--- src/tlm_defines.svh ---
`ifndef TLM_DEFINES_SVH
`define TLM_DEFINES_SVH
// Register byte addresses on the internal register port
`define TLM_RED_CTRL_ADDR 8'h54
`define TLM_GREEN_CTRL_ADDR 8'h55
`define TLM_BLUE_CTRL_ADDR 8'h56
`define TLM_CTRL_RESET 8'h00
// Field positions
`define TLM_ENABLE_BIT 7
`define TLM_PHASE_BIT 6
`define TLM_SPARE_BIT 5
`define TLM_LEVEL_MSB 7
`define TLM_LEVEL_LSB 5
`define TLM_CODE_MSB 4
`define TLM_CODE_LSB 0
`define TLM_CODE_ALWAYS_ON 5'h1f
// Timing, figures in their own units
`define TLM_CLK_MHZ 200
`define TLM_PERIOD_HZ 160
`define TLM_PHASE_US 200
// One slot is 1/5.4 ms = 1000/5.4 us; slot cycles = 200e6 / 5400
`define TLM_SLOT_CYCLES ((`TLM_CLK_MHZ * 1000000) / 5400)
`define TLM_PERIOD_CYCLES ((`TLM_CLK_MHZ * 1000000) / `TLM_PERIOD_HZ)
`define TLM_PHASE_CYCLES (`TLM_PHASE_US * `TLM_CLK_MHZ)
// Sub-pulses per modulation period
`define TLM_SUBPULSES 8
`endif

--- src/tlm_pkg.sv ---
package tlm_pkg;
  typedef logic [2:0] tlm_level_t;
  typedef logic [4:0] tlm_code_t;
  typedef logic [7:0] tlm_byte_t;
  // Modulator sequencing, Gray coded along idle -> run
  typedef enum logic [1:0] {
    TLM_IDLE = 2'b00,
    TLM_LOAD = 2'b01,
    TLM_RUN = 2'b11
  } tlm_state_t;
endpackage : tlm_pkg

--- src/tlm_chan_if.sv ---
`timescale 1ns/100ps
interface tlm_chan_if;
  import tlm_pkg::*;
  logic run;
  logic [2:0] sub_idx;
  logic [23:0] sub_cnt;
  tlm_code_t code;
  logic on;
  modport ctl (output run, output sub_idx, output sub_cnt, output code, input on);
  modport chan (input run, input sub_idx, input sub_cnt, input code, output on);
endinterface : tlm_chan_if

--- src/tlm_chan.sv ---
`timescale 1ns/100ps
`include "tlm_defines.svh"
module tlm_chan (
  tlm_chan_if.chan ch
);
  import tlm_pkg::*;
  localparam int SUB = `TLM_PERIOD_CYCLES / `TLM_SUBPULSES;
  // Total on slots split across sub-pulses; remainder goes to early sub-pulses
  logic [4:0] base;
  logic [2:0] rem;
  logic [23:0] on_len;
  always_comb begin
    base = 5'(ch.code / 5'd8);
    rem = ch.code[2:0];
    on_len = 24'(base) * 24'(`TLM_SLOT_CYCLES);
    if (ch.sub_idx < rem) begin
      on_len = on_len + 24'(`TLM_SLOT_CYCLES);
    end
  end
  // Spread pulses: each sub-period opens with its share of on time
  always_comb begin
    if (!ch.run) begin
      ch.on = 1'b0;
    end else if (ch.code == `TLM_CODE_ALWAYS_ON) begin
      ch.on = 1'b1;
    end else begin
      ch.on = (ch.sub_cnt < on_len) && (ch.sub_cnt < 24'(SUB));
    end
  end
endmodule : tlm_chan

--- src/tlm_top.sv ---
`timescale 1ns/100ps
`include "tlm_defines.svh"
// What this block does
// - Enable bit gates all three sinks
// - Shared 3-bit sink level drives every pin
// - Sink level codes map to 0..27.3 mA
// - No flashing, runs continuously when enabled
// - Each colour has own 5-bit intensity
// - Spread pulses repeating at 160 Hz
// - One colour delayed by 200 us
// - Phase 0: green offset, red/blue aligned
// - Phase 1: blue offset, red/green aligned
// - On time equals code over 5.4 ms
// - Code 31 holds sink fully on
module tlm_top #(
  parameter int PERIOD_CYCLES = `TLM_PERIOD_CYCLES,
  parameter int PHASE_CYCLES = `TLM_PHASE_CYCLES
) (
  input wire logic clk_i,
  input wire logic rst_n_i,
  input wire logic reg_wr_i,
  input wire logic reg_rd_i,
  input wire logic [7:0] reg_addr_i,
  input wire tlm_pkg::tlm_byte_t reg_wdata_i,
  output logic [7:0] reg_rdata_o,
  output logic red_sink_pin_o,
  output logic green_sink_pin_o,
  output logic blue_sink_pin_o,
  output logic [2:0] tricolor_b_sink_level_o
);
  import tlm_pkg::*;
  localparam int SUB = PERIOD_CYCLES / `TLM_SUBPULSES;

  tlm_byte_t red_ctrl_reg;
  tlm_byte_t green_ctrl_reg;
  tlm_byte_t blue_ctrl_reg;
  tlm_state_t state_reg;
  logic [23:0] main_cnt_reg;
  logic [23:0] off_cnt_reg;
  tlm_code_t red_code_reg, green_code_reg, blue_code_reg;
  tlm_level_t level_reg;
  logic phase_reg;
  logic boundary;
  // Next values of the registered outputs
  logic red_sink_next;
  logic green_sink_next;
  logic blue_sink_next;
  tlm_level_t level_next;

  // Red control: every bit is a live setting
  always_ff @(posedge clk_i or negedge rst_n_i) begin
    if (!rst_n_i) begin
      red_ctrl_reg <= `TLM_CTRL_RESET;
    end else if (reg_wr_i && (reg_addr_i == `TLM_RED_CTRL_ADDR)) begin
      red_ctrl_reg <= reg_wdata_i;
    end
  end

  // Green control: spare bit held low so it reads back zero
  always_ff @(posedge clk_i or negedge rst_n_i) begin
    if (!rst_n_i) begin
      green_ctrl_reg <= `TLM_CTRL_RESET;
    end else if (reg_wr_i && (reg_addr_i == `TLM_GREEN_CTRL_ADDR)) begin
      green_ctrl_reg <= reg_wdata_i & 8'hdf;
    end
  end

  // Blue control: only the intensity field exists
  always_ff @(posedge clk_i or negedge rst_n_i) begin
    if (!rst_n_i) begin
      blue_ctrl_reg <= `TLM_CTRL_RESET;
    end else if (reg_wr_i && (reg_addr_i == `TLM_BLUE_CTRL_ADDR)) begin
      blue_ctrl_reg <= reg_wdata_i & 8'h1f;
    end
  end

  // Read port; unmapped addresses read zero
  always_ff @(posedge clk_i or negedge rst_n_i) begin
    if (!rst_n_i) begin
      reg_rdata_o <= 8'h00;
    end else if (reg_rd_i) begin
      case (reg_addr_i)
        `TLM_RED_CTRL_ADDR: reg_rdata_o <= red_ctrl_reg;
        `TLM_GREEN_CTRL_ADDR: reg_rdata_o <= green_ctrl_reg;
        `TLM_BLUE_CTRL_ADDR: reg_rdata_o <= blue_ctrl_reg;
        default: reg_rdata_o <= 8'h00;
      endcase
    end
  end

  // Enable drops at once; start waits one load cycle
  always_ff @(posedge clk_i or negedge rst_n_i) begin
    if (!rst_n_i) begin
      state_reg <= TLM_IDLE;
    end else if (!green_ctrl_reg[`TLM_ENABLE_BIT]) begin
      state_reg <= TLM_IDLE;
    end else begin
      unique case (state_reg)
        TLM_IDLE: state_reg <= TLM_LOAD;
        TLM_LOAD: state_reg <= TLM_RUN;
        TLM_RUN: state_reg <= TLM_RUN;
        default: state_reg <= TLM_IDLE;
      endcase
    end
  end

  // Load cycle primes the shadows before the first period starts
  assign boundary = (state_reg == TLM_LOAD) || (main_cnt_reg == 24'(PERIOD_CYCLES - 1));

  // Period counter, free-running while enabled
  always_ff @(posedge clk_i or negedge rst_n_i) begin
    if (!rst_n_i) begin
      main_cnt_reg <= 24'h000000;
    end else if (state_reg != TLM_RUN || boundary) begin
      main_cnt_reg <= 24'h000000;
    end else begin
      main_cnt_reg <= main_cnt_reg + 24'h000001;
    end
  end

  // Offset count trails the main count by the phase delay;
  // primed while idle so the delay already holds in the first period
  always_ff @(posedge clk_i or negedge rst_n_i) begin
    if (!rst_n_i) begin
      off_cnt_reg <= 24'h000000;
    end else if (state_reg != TLM_RUN) begin
      off_cnt_reg <= 24'(PERIOD_CYCLES - PHASE_CYCLES);
    end else if (off_cnt_reg == 24'(PERIOD_CYCLES - 1)) begin
      off_cnt_reg <= 24'h000000;
    end else begin
      off_cnt_reg <= off_cnt_reg + 24'h000001;
    end
  end

  // Code shadows; only swapped at period edges to avoid runt pulses
  always_ff @(posedge clk_i or negedge rst_n_i) begin
    if (!rst_n_i) begin
      red_code_reg <= 5'h00;
      green_code_reg <= 5'h00;
      blue_code_reg <= 5'h00;
    end else if (boundary) begin
      red_code_reg <= red_ctrl_reg[`TLM_CODE_MSB:`TLM_CODE_LSB];
      green_code_reg <= green_ctrl_reg[`TLM_CODE_MSB:`TLM_CODE_LSB];
      blue_code_reg <= blue_ctrl_reg[`TLM_CODE_MSB:`TLM_CODE_LSB];
    end
  end

  // Level shadow; a mid-period change would step the sink current
  always_ff @(posedge clk_i or negedge rst_n_i) begin
    if (!rst_n_i) begin
      level_reg <= 3'h0;
    end else if (boundary) begin
      level_reg <= red_ctrl_reg[`TLM_LEVEL_MSB:`TLM_LEVEL_LSB];
    end
  end

  // Phase shadow; swapping counters mid-period could split a pulse
  always_ff @(posedge clk_i or negedge rst_n_i) begin
    if (!rst_n_i) begin
      phase_reg <= 1'b0;
    end else if (boundary) begin
      phase_reg <= green_ctrl_reg[`TLM_PHASE_BIT];
    end
  end

  // Channel timing: aligned or offset counter per phase choice
  tlm_chan_if r_if ();
  tlm_chan_if g_if ();
  tlm_chan_if b_if ();
  logic run;
  logic [23:0] g_cnt, b_cnt;
  assign run = (state_reg == TLM_RUN);
  assign g_cnt = phase_reg ? main_cnt_reg : off_cnt_reg;
  assign b_cnt = phase_reg ? off_cnt_reg : main_cnt_reg;

  // Red always runs on the main count
  assign r_if.run = run;
  assign r_if.code = red_code_reg;
  assign r_if.sub_idx = 3'(main_cnt_reg / 24'(SUB));
  assign r_if.sub_cnt = 24'(main_cnt_reg % 24'(SUB));

  // Green takes the delayed count while phase is 0
  assign g_if.run = run;
  assign g_if.code = green_code_reg;
  assign g_if.sub_idx = 3'(g_cnt / 24'(SUB));
  assign g_if.sub_cnt = 24'(g_cnt % 24'(SUB));

  // Blue takes the delayed count while phase is 1
  assign b_if.run = run;
  assign b_if.code = blue_code_reg;
  assign b_if.sub_idx = 3'(b_cnt / 24'(SUB));
  assign b_if.sub_cnt = 24'(b_cnt % 24'(SUB));

  tlm_chan u_red (.ch(r_if));
  tlm_chan u_green (.ch(g_if));
  tlm_chan u_blue (.ch(b_if));

  // Next pin values; leaving run forces every sink off
  assign red_sink_next = run & r_if.on;
  assign green_sink_next = run & g_if.on;
  assign blue_sink_next = run & b_if.on;
  assign level_next = run ? level_reg : 3'h0;

  // Registered pin drives, so the pads never see decode glitches
  always_ff @(posedge clk_i or negedge rst_n_i) begin
    if (!rst_n_i) begin
      red_sink_pin_o <= 1'b0;
      green_sink_pin_o <= 1'b0;
      blue_sink_pin_o <= 1'b0;
    end else begin
      red_sink_pin_o <= red_sink_next;
      green_sink_pin_o <= green_sink_next;
      blue_sink_pin_o <= blue_sink_next;
    end
  end

  // Level code reads zero while disabled
  always_ff @(posedge clk_i or negedge rst_n_i) begin
    if (!rst_n_i) begin
      tricolor_b_sink_level_o <= 3'h0;
    end else begin
      tricolor_b_sink_level_o <= level_next;
    end
  end
endmodule : tlm_top

--- config.mk ---
export PLATFORM = sky130hd
export DESIGN_NAME = tlm_top
export DESIGN_NICKNAME = d
export VERILOG_FILES = /design/src/tlm_pkg.sv /design/src/tlm_chan_if.sv /design/src/tlm_chan.sv /design/src/tlm_top.sv
export VERILOG_INCLUDE_DIRS = /design/src
export SDC_FILE = /design/constraint.sdc
export NUM_CORES = 1
export LEC_CHECK = 0
export ABC_AREA = 0
export BUFFER_PORTS_ARGS = -buffer_cell sky130_fd_sc_hd__buf_2
export CAP_MARGIN = 20
export CORE_MARGIN = 5
export CORE_UTILIZATION = 25
export DETAILED_ROUTE_END_ITERATION = 6
export MAX_ROUTING_LAYER = met4
export SLEW_MARGIN = 20
export SYNTH_ARGS = -nofsm -noshare
export SYNTH_HDL_FRONTEND = slang
export SYNTH_SLANG_ARGS = --single-unit
--- constraint.sdc ---
create_clock -name clk_i -period 16.66 [get_ports clk_i]
set_input_delay 1.666 -clock clk_i [delete_from_list [all_inputs] [get_ports clk_i]]
set_output_delay 1.666 -clock clk_i [all_outputs]
set_load 0.02 [all_outputs]
==> results of run 1 <==
## cells in the mapped netlist (62+ instances only)
library cell / number / area (um2)
sky130_fd_sc_hd__nor2_1: 340 / 1280
sky130_fd_sc_hd__mux2i_1: 72 / 721
sky130_fd_sc_hd__dfrtp_1: 103 / 2580
sky130_fd_sc_hd__inv_1: 62 / 233
sky130_fd_sc_hd__ha_1: 85 / 1060
sky130_fd_sc_hd__xnor2_1: 230 / 2010
sky130_fd_sc_hd__clkbuf_1: 92 / 345
sky130_fd_sc_hd__xor2_1: 81 / 709
sky130_fd_sc_hd__o21ai_0: 212 / 1060
sky130_fd_sc_hd__nand2_1: 340 / 1280
sky130_fd_sc_hd__mux2_2: 70 / 788
sky130_fd_sc_hd__nor3_1: 103 / 515
sky130_fd_sc_hd__nand3_1: 123 / 616
sky130_fd_sc_hd__a21oi_1: 159 / 796
## layer usage
metal | vias to the layer above | global-route usage
met1 | 12300 | 0.206
met3 | 102 | 0.00888
met2 | 845 | 0.251
met5 | - | -
met4 | 0 | 0.0367
li1 | 12300 | -
## where the power goes
part           total, mW  switching [mW]  internal, mW
clock network      0.225           0.118         0.107
logic              0.354           0.214         0.140
registers          0.263         0.00716         0.256
## through the flow
| step | util | worst slack [ns] |
|---|---|---|
| 2_1_floorplan | - | 4.95 |
| 3_3_place_gp | 0.264 | 0.642 |
| 6_report | 0.267 | 1.22 |
| 3_5_place_dp | 0.264 | 0.681 |
| 4_1_cts | 0.267 | 0.599 |
| 5_1_grt | 0.267 | 0.120 |
## timing repair
item	4_1_cts	5_1_grt
gates resized for setup	0	5
buffers inserted	0	1
endpoints found under the setup margin	0	2
hold buffers	0	0
## kinds of logic (layout without fill, tap and decap cells)
logic type / count (synthesis) / in the layout / synth area share
multiplexers: 150 / 150 / 0.0683
adder cells (fa/ha/maj): 90 / 90 / 0.0467
flip-flops: 103 / 103 / 0.108
XOR/XNOR: 316 / 316 / 0.117
AND/OR/NAND/NOR: 1339 / 1339 / 0.285
buffers and inverters: 241 / 145 / 0.0461
AO/OA/AOI/OAI: 1075 / 1075 / 0.329
## path summary, 6_finish.rpt
kind | start | end | cells past startpoint
setup / recovery | phase_reg | green_sink_pin_o | 45
hold / removal | level_reg[2] | level_reg[2] | 1
setup reg to reg | phase_reg | green_sink_pin_o | 45
hold reg to reg | level_reg[2] | level_reg[2] | 1
max in group asynchronous | rst_n_i | b_if.code[0] | 2
min in group asynchronous | rst_n_i | off_cnt_reg[19] | 1
## final cells by class
class                      instances  area, um2
clock buffer                       9        225
clock inverter                     7       73.8
inverter                          70        264
fill                           10400      69500
timing repair buffer              59        388
multi-input combinational       2970      20300
sequential                       103       2580
tap                             1265       1580
==> insert_results.sql, run 1 <==
INSERT INTO impl_metrics (metric_group, metric, value, unit) VALUES
('critical_path', 'crit_path_frequent_cell', 'sky130_fd_sc_hd__a211oi_1', ''),
('timing', 'timing.final.max_slew_violations', '0', ''),
('cts', 'tritoncts.num_buffers', '9', ''),
('route', 'wl_met2', '37.3', 'mm'),
('yosys', 'post_synth_instance_area', '0.0239', 'mm2'),
('timing', 'setup_viol_count_final', '0', ''),
('finish', 'final_net_count', '3318', ''),
('yosys', 'postSynthAreaPerCell', '7.21', 'um2'),
('die', 'floorplan.rows', '113', ''),
('critical_path', 'regToRegSetupSlack', '1.22', 'ns'),
('global_route', 'initial_antenna_violation_count', '0', ''),
('global_route', 'globalRouteTotalUtil', '0.152', ''),
('global_route', 'grt_pass1_wl', '129', 'mm'),
('yosys', 'postSynthRegisterBits', '103', ''),
('finish', 'finish.instance_area', '0.0254', 'mm2'),
('route', 'drt_pre_antenna_iters', '6', ''),
('critical_path', 'critPathLaunchType', 'flop', ''),
('pwr', 'power', '842', 'uW'),
('finish', 'final_layout_size_suffix_gt1_frac', '0.105', ''),
('cts', 'tritoncts', 'built', ''),
('route', 'drt.antenna.violating_nets', '0', ''),
('route', 'drcViolationCount', '0', ''),
('critical_path', 'cpPeakStageDelay', '0.71', 'ns'),
('finish', 'final_common_cell', 'sky130_fd_sc_hd__nand2_1', ''),
('route', 'wire_per_inst', '17.7', 'um'),
('timing', 'final_min_period_over_clock_period', '0.927', ''),
('cts', 'clkSinkCount', '103', ''),
('global_route', 'grt_pass1_vias', '23800', ''),
('die', 'die_x', '319', 'um'),
('die', 'start_util', '0.252', ''),
('timing', 'unrepaired_setup_endpoints_after_global_routing', 'no', ''),
('cts', 'clock_tree.htree_level_count', '3', ''),
('finish', 'num_antenna_cells', '0', ''),
('route', 'post_drt_via_cell_ratio', '5.70', ''),
('place', 'gpl_wtd_cong', '0.912', ''),
('place', 'io_buffers', '33', ''),
('timing', 'fmax', '64.8', 'MHz'),
('yosys', 'synth_cells', '3314', ''),
('finish', 'flow.area_growth_from_synthesis', '6.23', '%'),
('route', 'met3WireLength', '3.73', 'mm'),
('yosys', 'synthArstFlopShare', '1.00', ''),
('die', 'chipHeight', '319', 'um'),
('route', 'total_via_count_in_the_routed_design', '25600', ''),
('worst_hold_path', 'min-delay-path-class', 'reg2reg', ''),
('critical_path', 'critical_path.max_fanout', '63', ''),
('outcome', 'run_status', 'completed', ''),
('cts', 'cts-root-to-sink-buffers', '2', ''),
('route', 'highest-signal-layer', 'met4', ''),
('place', 'dpl_cell_area', '0.0250', 'mm2'),
('pwr', 'pwr_cell_area', '33.2', 'mW/mm2'),
('route', 'route.layer.met1.wl', '36.9', 'mm'),
('critical_path', 'crit_buf_inv', '2', ''),
('cts', 'cts.reportedPaths.clkPinSlew', '0.10', 'ns'),
('route', 'postRouteWirelength', '79.5', 'mm'),
('yosys', 'yosys.cell_types.count', '149', ''),
('timing', 'timing.setup.tns', '0', 'ns'),
('die', 'die-area', '0.102', 'mm2'),
('place', 'dp.cells', '4466', ''),
('critical_path', 'critical_path_required', '16.98', 'ns'),
('die', 'fp.coreArea', '0.0949', 'mm2'),
('timing', 'max_slew_margin_vs_limit', '0.305', ''),
('critical_path', 'arrival', '15.75', 'ns'),
('yosys', 'synth-edff-count', '0', ''),
('pwr', 'static-leakage-power', '9.23', 'nW'),
('yosys', 'synthesis.nets', '3419', ''),
('pwr', 'vdd.ir_drop.worst', '0.0394', 'mV'),
('timing', 'finalClockSkew', '0.0252', 'ns'),
('cts', 'cts-root-buf', 'sky130_fd_sc_hd__clkbuf_16', ''),
('yosys', 'seq_area_frac_synth', '0.108', ''),
('timing', 'finalHoldViolations', '0', ''),
('global_route', 'grt_remaining_overflow', '0', '');
No activity file was read; power rests on OpenSTA's default activity.
==> run 2: changes to the inputs <==
- ABC_AREA: 0 -> not set
- CELL_PAD_IN_SITES_DETAIL_PLACEMENT: not set -> 1
- CELL_PAD_IN_SITES_GLOBAL_PLACEMENT: not set -> 1
- PLACE_DENSITY_LB_ADDON: not set -> 0.1
==> run 2 against run 1 <==
Compared with the run above:
- sequential power is essentially flat
- fmax is 0.38% higher
- register-to-register slack better by 0.06 ns
- worst setup slack improved by 0.059 ns
- clock power grew 5%
- clock skew grew 0.0034 ns
- core utilization increased by 0.23 points
- sequential cell count unchanged
- sequential share of layout area decreased by 0.085 points
- highest routed layer unchanged
==> insert_results.sql, run 2 (synthesis gave the netlist of run 1 again) <==
INSERT INTO impl_metrics (metric_group, metric, value, unit) VALUES
('outcome', 'run_status', 'completed', ''),
('route', 'drt_pre_antenna_iters', '5', ''),
('critical_path', 'crit_buf_inv', '5', ''),
('cts', 'clkLatencyLatePin', '0.40', 'ns'),
('route', 'drcViolationCount', '0', ''),
('finish', 'multi_input_area', '0.0203', 'mm2'),
('global_route', 'globalRouteTotalUtil', '0.197', ''),
('pwr', 'pwr_cell_area', '34.4', 'mW/mm2'),
('finish', 'n_fill_cell', '11600', ''),
('place', 'dp_hpwl', '82.6', 'mm'),
('route', 'postRouteWirelength', '102', 'mm'),
('cts', 'clkSinkCount', '103', ''),
('critical_path', 'critical_path.max_fanout', '42', ''),
('critical_path', 'critical_path_cell_count', '48', ''),
('route', 'wire_per_inst', '22.7', 'um'),
('die', 'chipHeight', '319', 'um'),
('timing', 'max_slew_margin_vs_limit', '0.238', ''),
('critical_path', 'critical_path_required', '16.99', 'ns'),
('finish', 'final_cell_count_without_fillers', '4509', ''),
('global_route', 'grt_start_max_net_pins', '58', ''),
('finish', 'layout_common_cells', '340 x sky130_fd_sc_hd__nor2_1, 339 x sky130_fd_sc_hd__nand2_1, 227 x sky130_fd_sc_hd__xnor2_1', ''),
('critical_path', 'regToRegSetupSlack', '1.28', 'ns'),
('critical_path', 'depth_of_the_worst_register_to_register_path', '48', ''),
('worst_hold_path', 'min_to', 'level_reg[1]', ''),
('route', 'wl_met2', '49.4', 'mm'),
('cts', 'tritoncts.num_buffers', '9', ''),
('place', 'gpl_wtd_cong', '0.861', ''),
('finish', 'final_common_cell', 'sky130_fd_sc_hd__nor2_1', ''),
('timing', 'timing.final.max_slew_violations', '0', ''),
('timing', 'final.min_clock_period', '15.38', 'ns'),
('timing', 'setup_viol_count_final', '0', ''),
('die', 'die_x', '319', 'um'),
('worst_hold_path', 'hp-start', 'level_reg[1]', ''),
('finish', 'final_layout_size_suffix_gt1_frac', '0.113', ''),
('global_route', 'grt_remaining_overflow', '0', ''),
('route', 'highest-signal-layer', 'met4', ''),
('worst_hold_path', 'min-delay-path-class', 'reg2reg', ''),
('die', 'die-area', '0.102', 'mm2'),
('cts', 'cts-root-buf', 'sky130_fd_sc_hd__clkbuf_16', ''),
('critical_path', 'critPathLaunchType', 'flop', ''),
('finish', 'sequential_cell_area', '0.00258', 'mm2'),
('route', 'met3WireLength', '2.00', 'mm'),
('critical_path', 'worstReg2RegStart', 'phase_reg', ''),
('route', 'post_drt_via_cell_ratio', '5.73', ''),
('finish', 'flow.area_growth_from_synthesis', '7.13', '%'),
('route', 'total_via_count_in_the_routed_design', '25900', ''),
('finish', 'final_net_count', '3344', ''),
('cts', 'cts.reportedPaths.clkPinSlew', '0.10', 'ns'),
('critical_path', 'critical-path-top-delay-family', 'compound AO/OA/AOI/OAI gates', ''),
('route', 'drt-initial-drc-count', '1510', ''),
('cts', 'tritoncts', 'built', ''),
('timing', 'finalHoldViolations', '0', ''),
('die', 'start_util', '0.252', ''),
('pwr', 'power', '879', 'uW'),
('die', 'fp.coreArea', '0.0949', 'mm2'),
('place', 'dp.cells', '4492', ''),
('timing', 'timing.setup.tns', '0', 'ns'),
('critical_path', 'critPathCaptureType', 'flop', ''),
('timing', 'max_slew.worst_pin.slew', '1.11', 'ns'),
('global_route', 'grt_pass1_vias', '26500', ''),
('critical_path', 'cpPeakStageDelay', '0.73', 'ns'),
('route', 'route.layer.met1.wl', '49.3', 'mm'),
('route', 'drt.antenna.violating_nets', '0', ''),
('die', 'floorplan.rows', '113', ''),
('worst_hold_path', 'min_delay_path_depth', '1', ''),
('global_route', 'grt_pass1_wl', '160', 'mm'),
('critical_path', 'worst-setup-path-type', 'reg2reg', ''),
('place', 'io_buffers', '33', ''),
('flow_run', 'max_cap_violations', '0', ''),
('cts', 'holdBufCountCts', '0', ''),
('cts', 'clock_tree.htree_level_count', '3', ''),
('timing', 'unrepaired_setup_endpoints_after_global_routing', 'no', ''),
('pwr', 'static-leakage-power', '9.32', 'nW'),
('critical_path', 'r2r_end', 'green_sink_pin_o', ''),
('finish', 'num_antenna_cells', '0', ''),
('timing', 'final_min_period_over_clock_period', '0.923', ''),
('critical_path', 'slowest_stage', 'sky130_fd_sc_hd__dfrtp_4', ''),
('cts', 'cts-root-to-sink-buffers', '2', ''),
('global_route', 'initial_antenna_violation_count', '1', ''),
('critical_path', 'arrival', '15.71', 'ns'),
('pwr', 'vdd.ir_drop.worst', '0.0411', 'mV'),
('timing', 'fmax', '65.0', 'MHz'),
('timing', 'finalClockSkew', '0.0286', 'ns'),
('die', 'floorplan.io_pins', '34', '');
[run 2: cell count changes in the layout (fill, tap and decap cells not counted), sizes merged]
cell / before / now
buf: 59 / 85
clkinv: 3 / 5
clkinvlp: 2 / 0
[run 2: cell type report]
| cell class | instances | share of cell area |
|---|---|---|
| clock inverter | 7 | 0.00357 |
| tap | 1265 | 0.0619 |
| sequential | 103 | 0.101 |
| clock buffer | 9 | 0.00880 |
| timing repair buffer | 85 | 0.0218 |
| inverter | 70 | 0.0103 |
| multi-input combinational | 2970 | 0.793 |
[run 2: how the worst max path moves through the flow]
stage / from / to
finish: phase_reg / green_sink_pin_o
global route: main_cnt_reg[1] / red_sink_pin_o
CTS: phase_reg / green_sink_pin_o
detailed placement: phase_reg / green_sink_pin_o
global placement: phase_reg / green_sink_pin_o
floorplan: phase_reg / green_sink_pin_o
[run 2: report_power, final]
group	switching, mW	internal [mW]
Sequential	0.00764	0.256
Clock	0.127	0.109
Combinational	0.237	0.143
[run 2: per-layer routing]
metal | up-vias | global-route usage
met5 | - | -
met3 | 88 | 0.00710
met2 | 374 | 0.338
li1 | 12400 | -
met1 | 13000 | 0.263
met4 | 0 | 0.0360
[run 2: stage by stage]
step / hold WS [ns] / setup WS (ns) / instance area, um2 / utilization
6_report: 0.511 / 1.28 / 25600 / 0.270
5_1_grt: 0.546 / 0.0345 / 25600 / 0.270
3_5_place_dp: 0.493 / 0.216 / 25200 / 0.265
2_1_floorplan: 0.460 / 4.95 / 23900 / -
4_1_cts: 0.516 / 0.129 / 25500 / 0.269
3_3_place_gp: 0.488 / 0.731 / 25200 / 0.265
[run 2: repair_timing]
item                                    4_1_cts  5_1_grt
buffers inserted                              0        1
resized for setup                             0       14
endpoints found under the setup margin        0        3
[run 2: worst register-to-register path: cells and delay by family, from the launching register on]
kind | cells | cell delay (ns)
flops | 1 | 0.73
mux | 3 | 1.31
simple gates | 13 | 3.91
fa+ha+maj | 1 | 0.31
xor+xnor | 1 | 0.54
buf+inv | 5 | 1.59
compound gates | 25 | 6.95
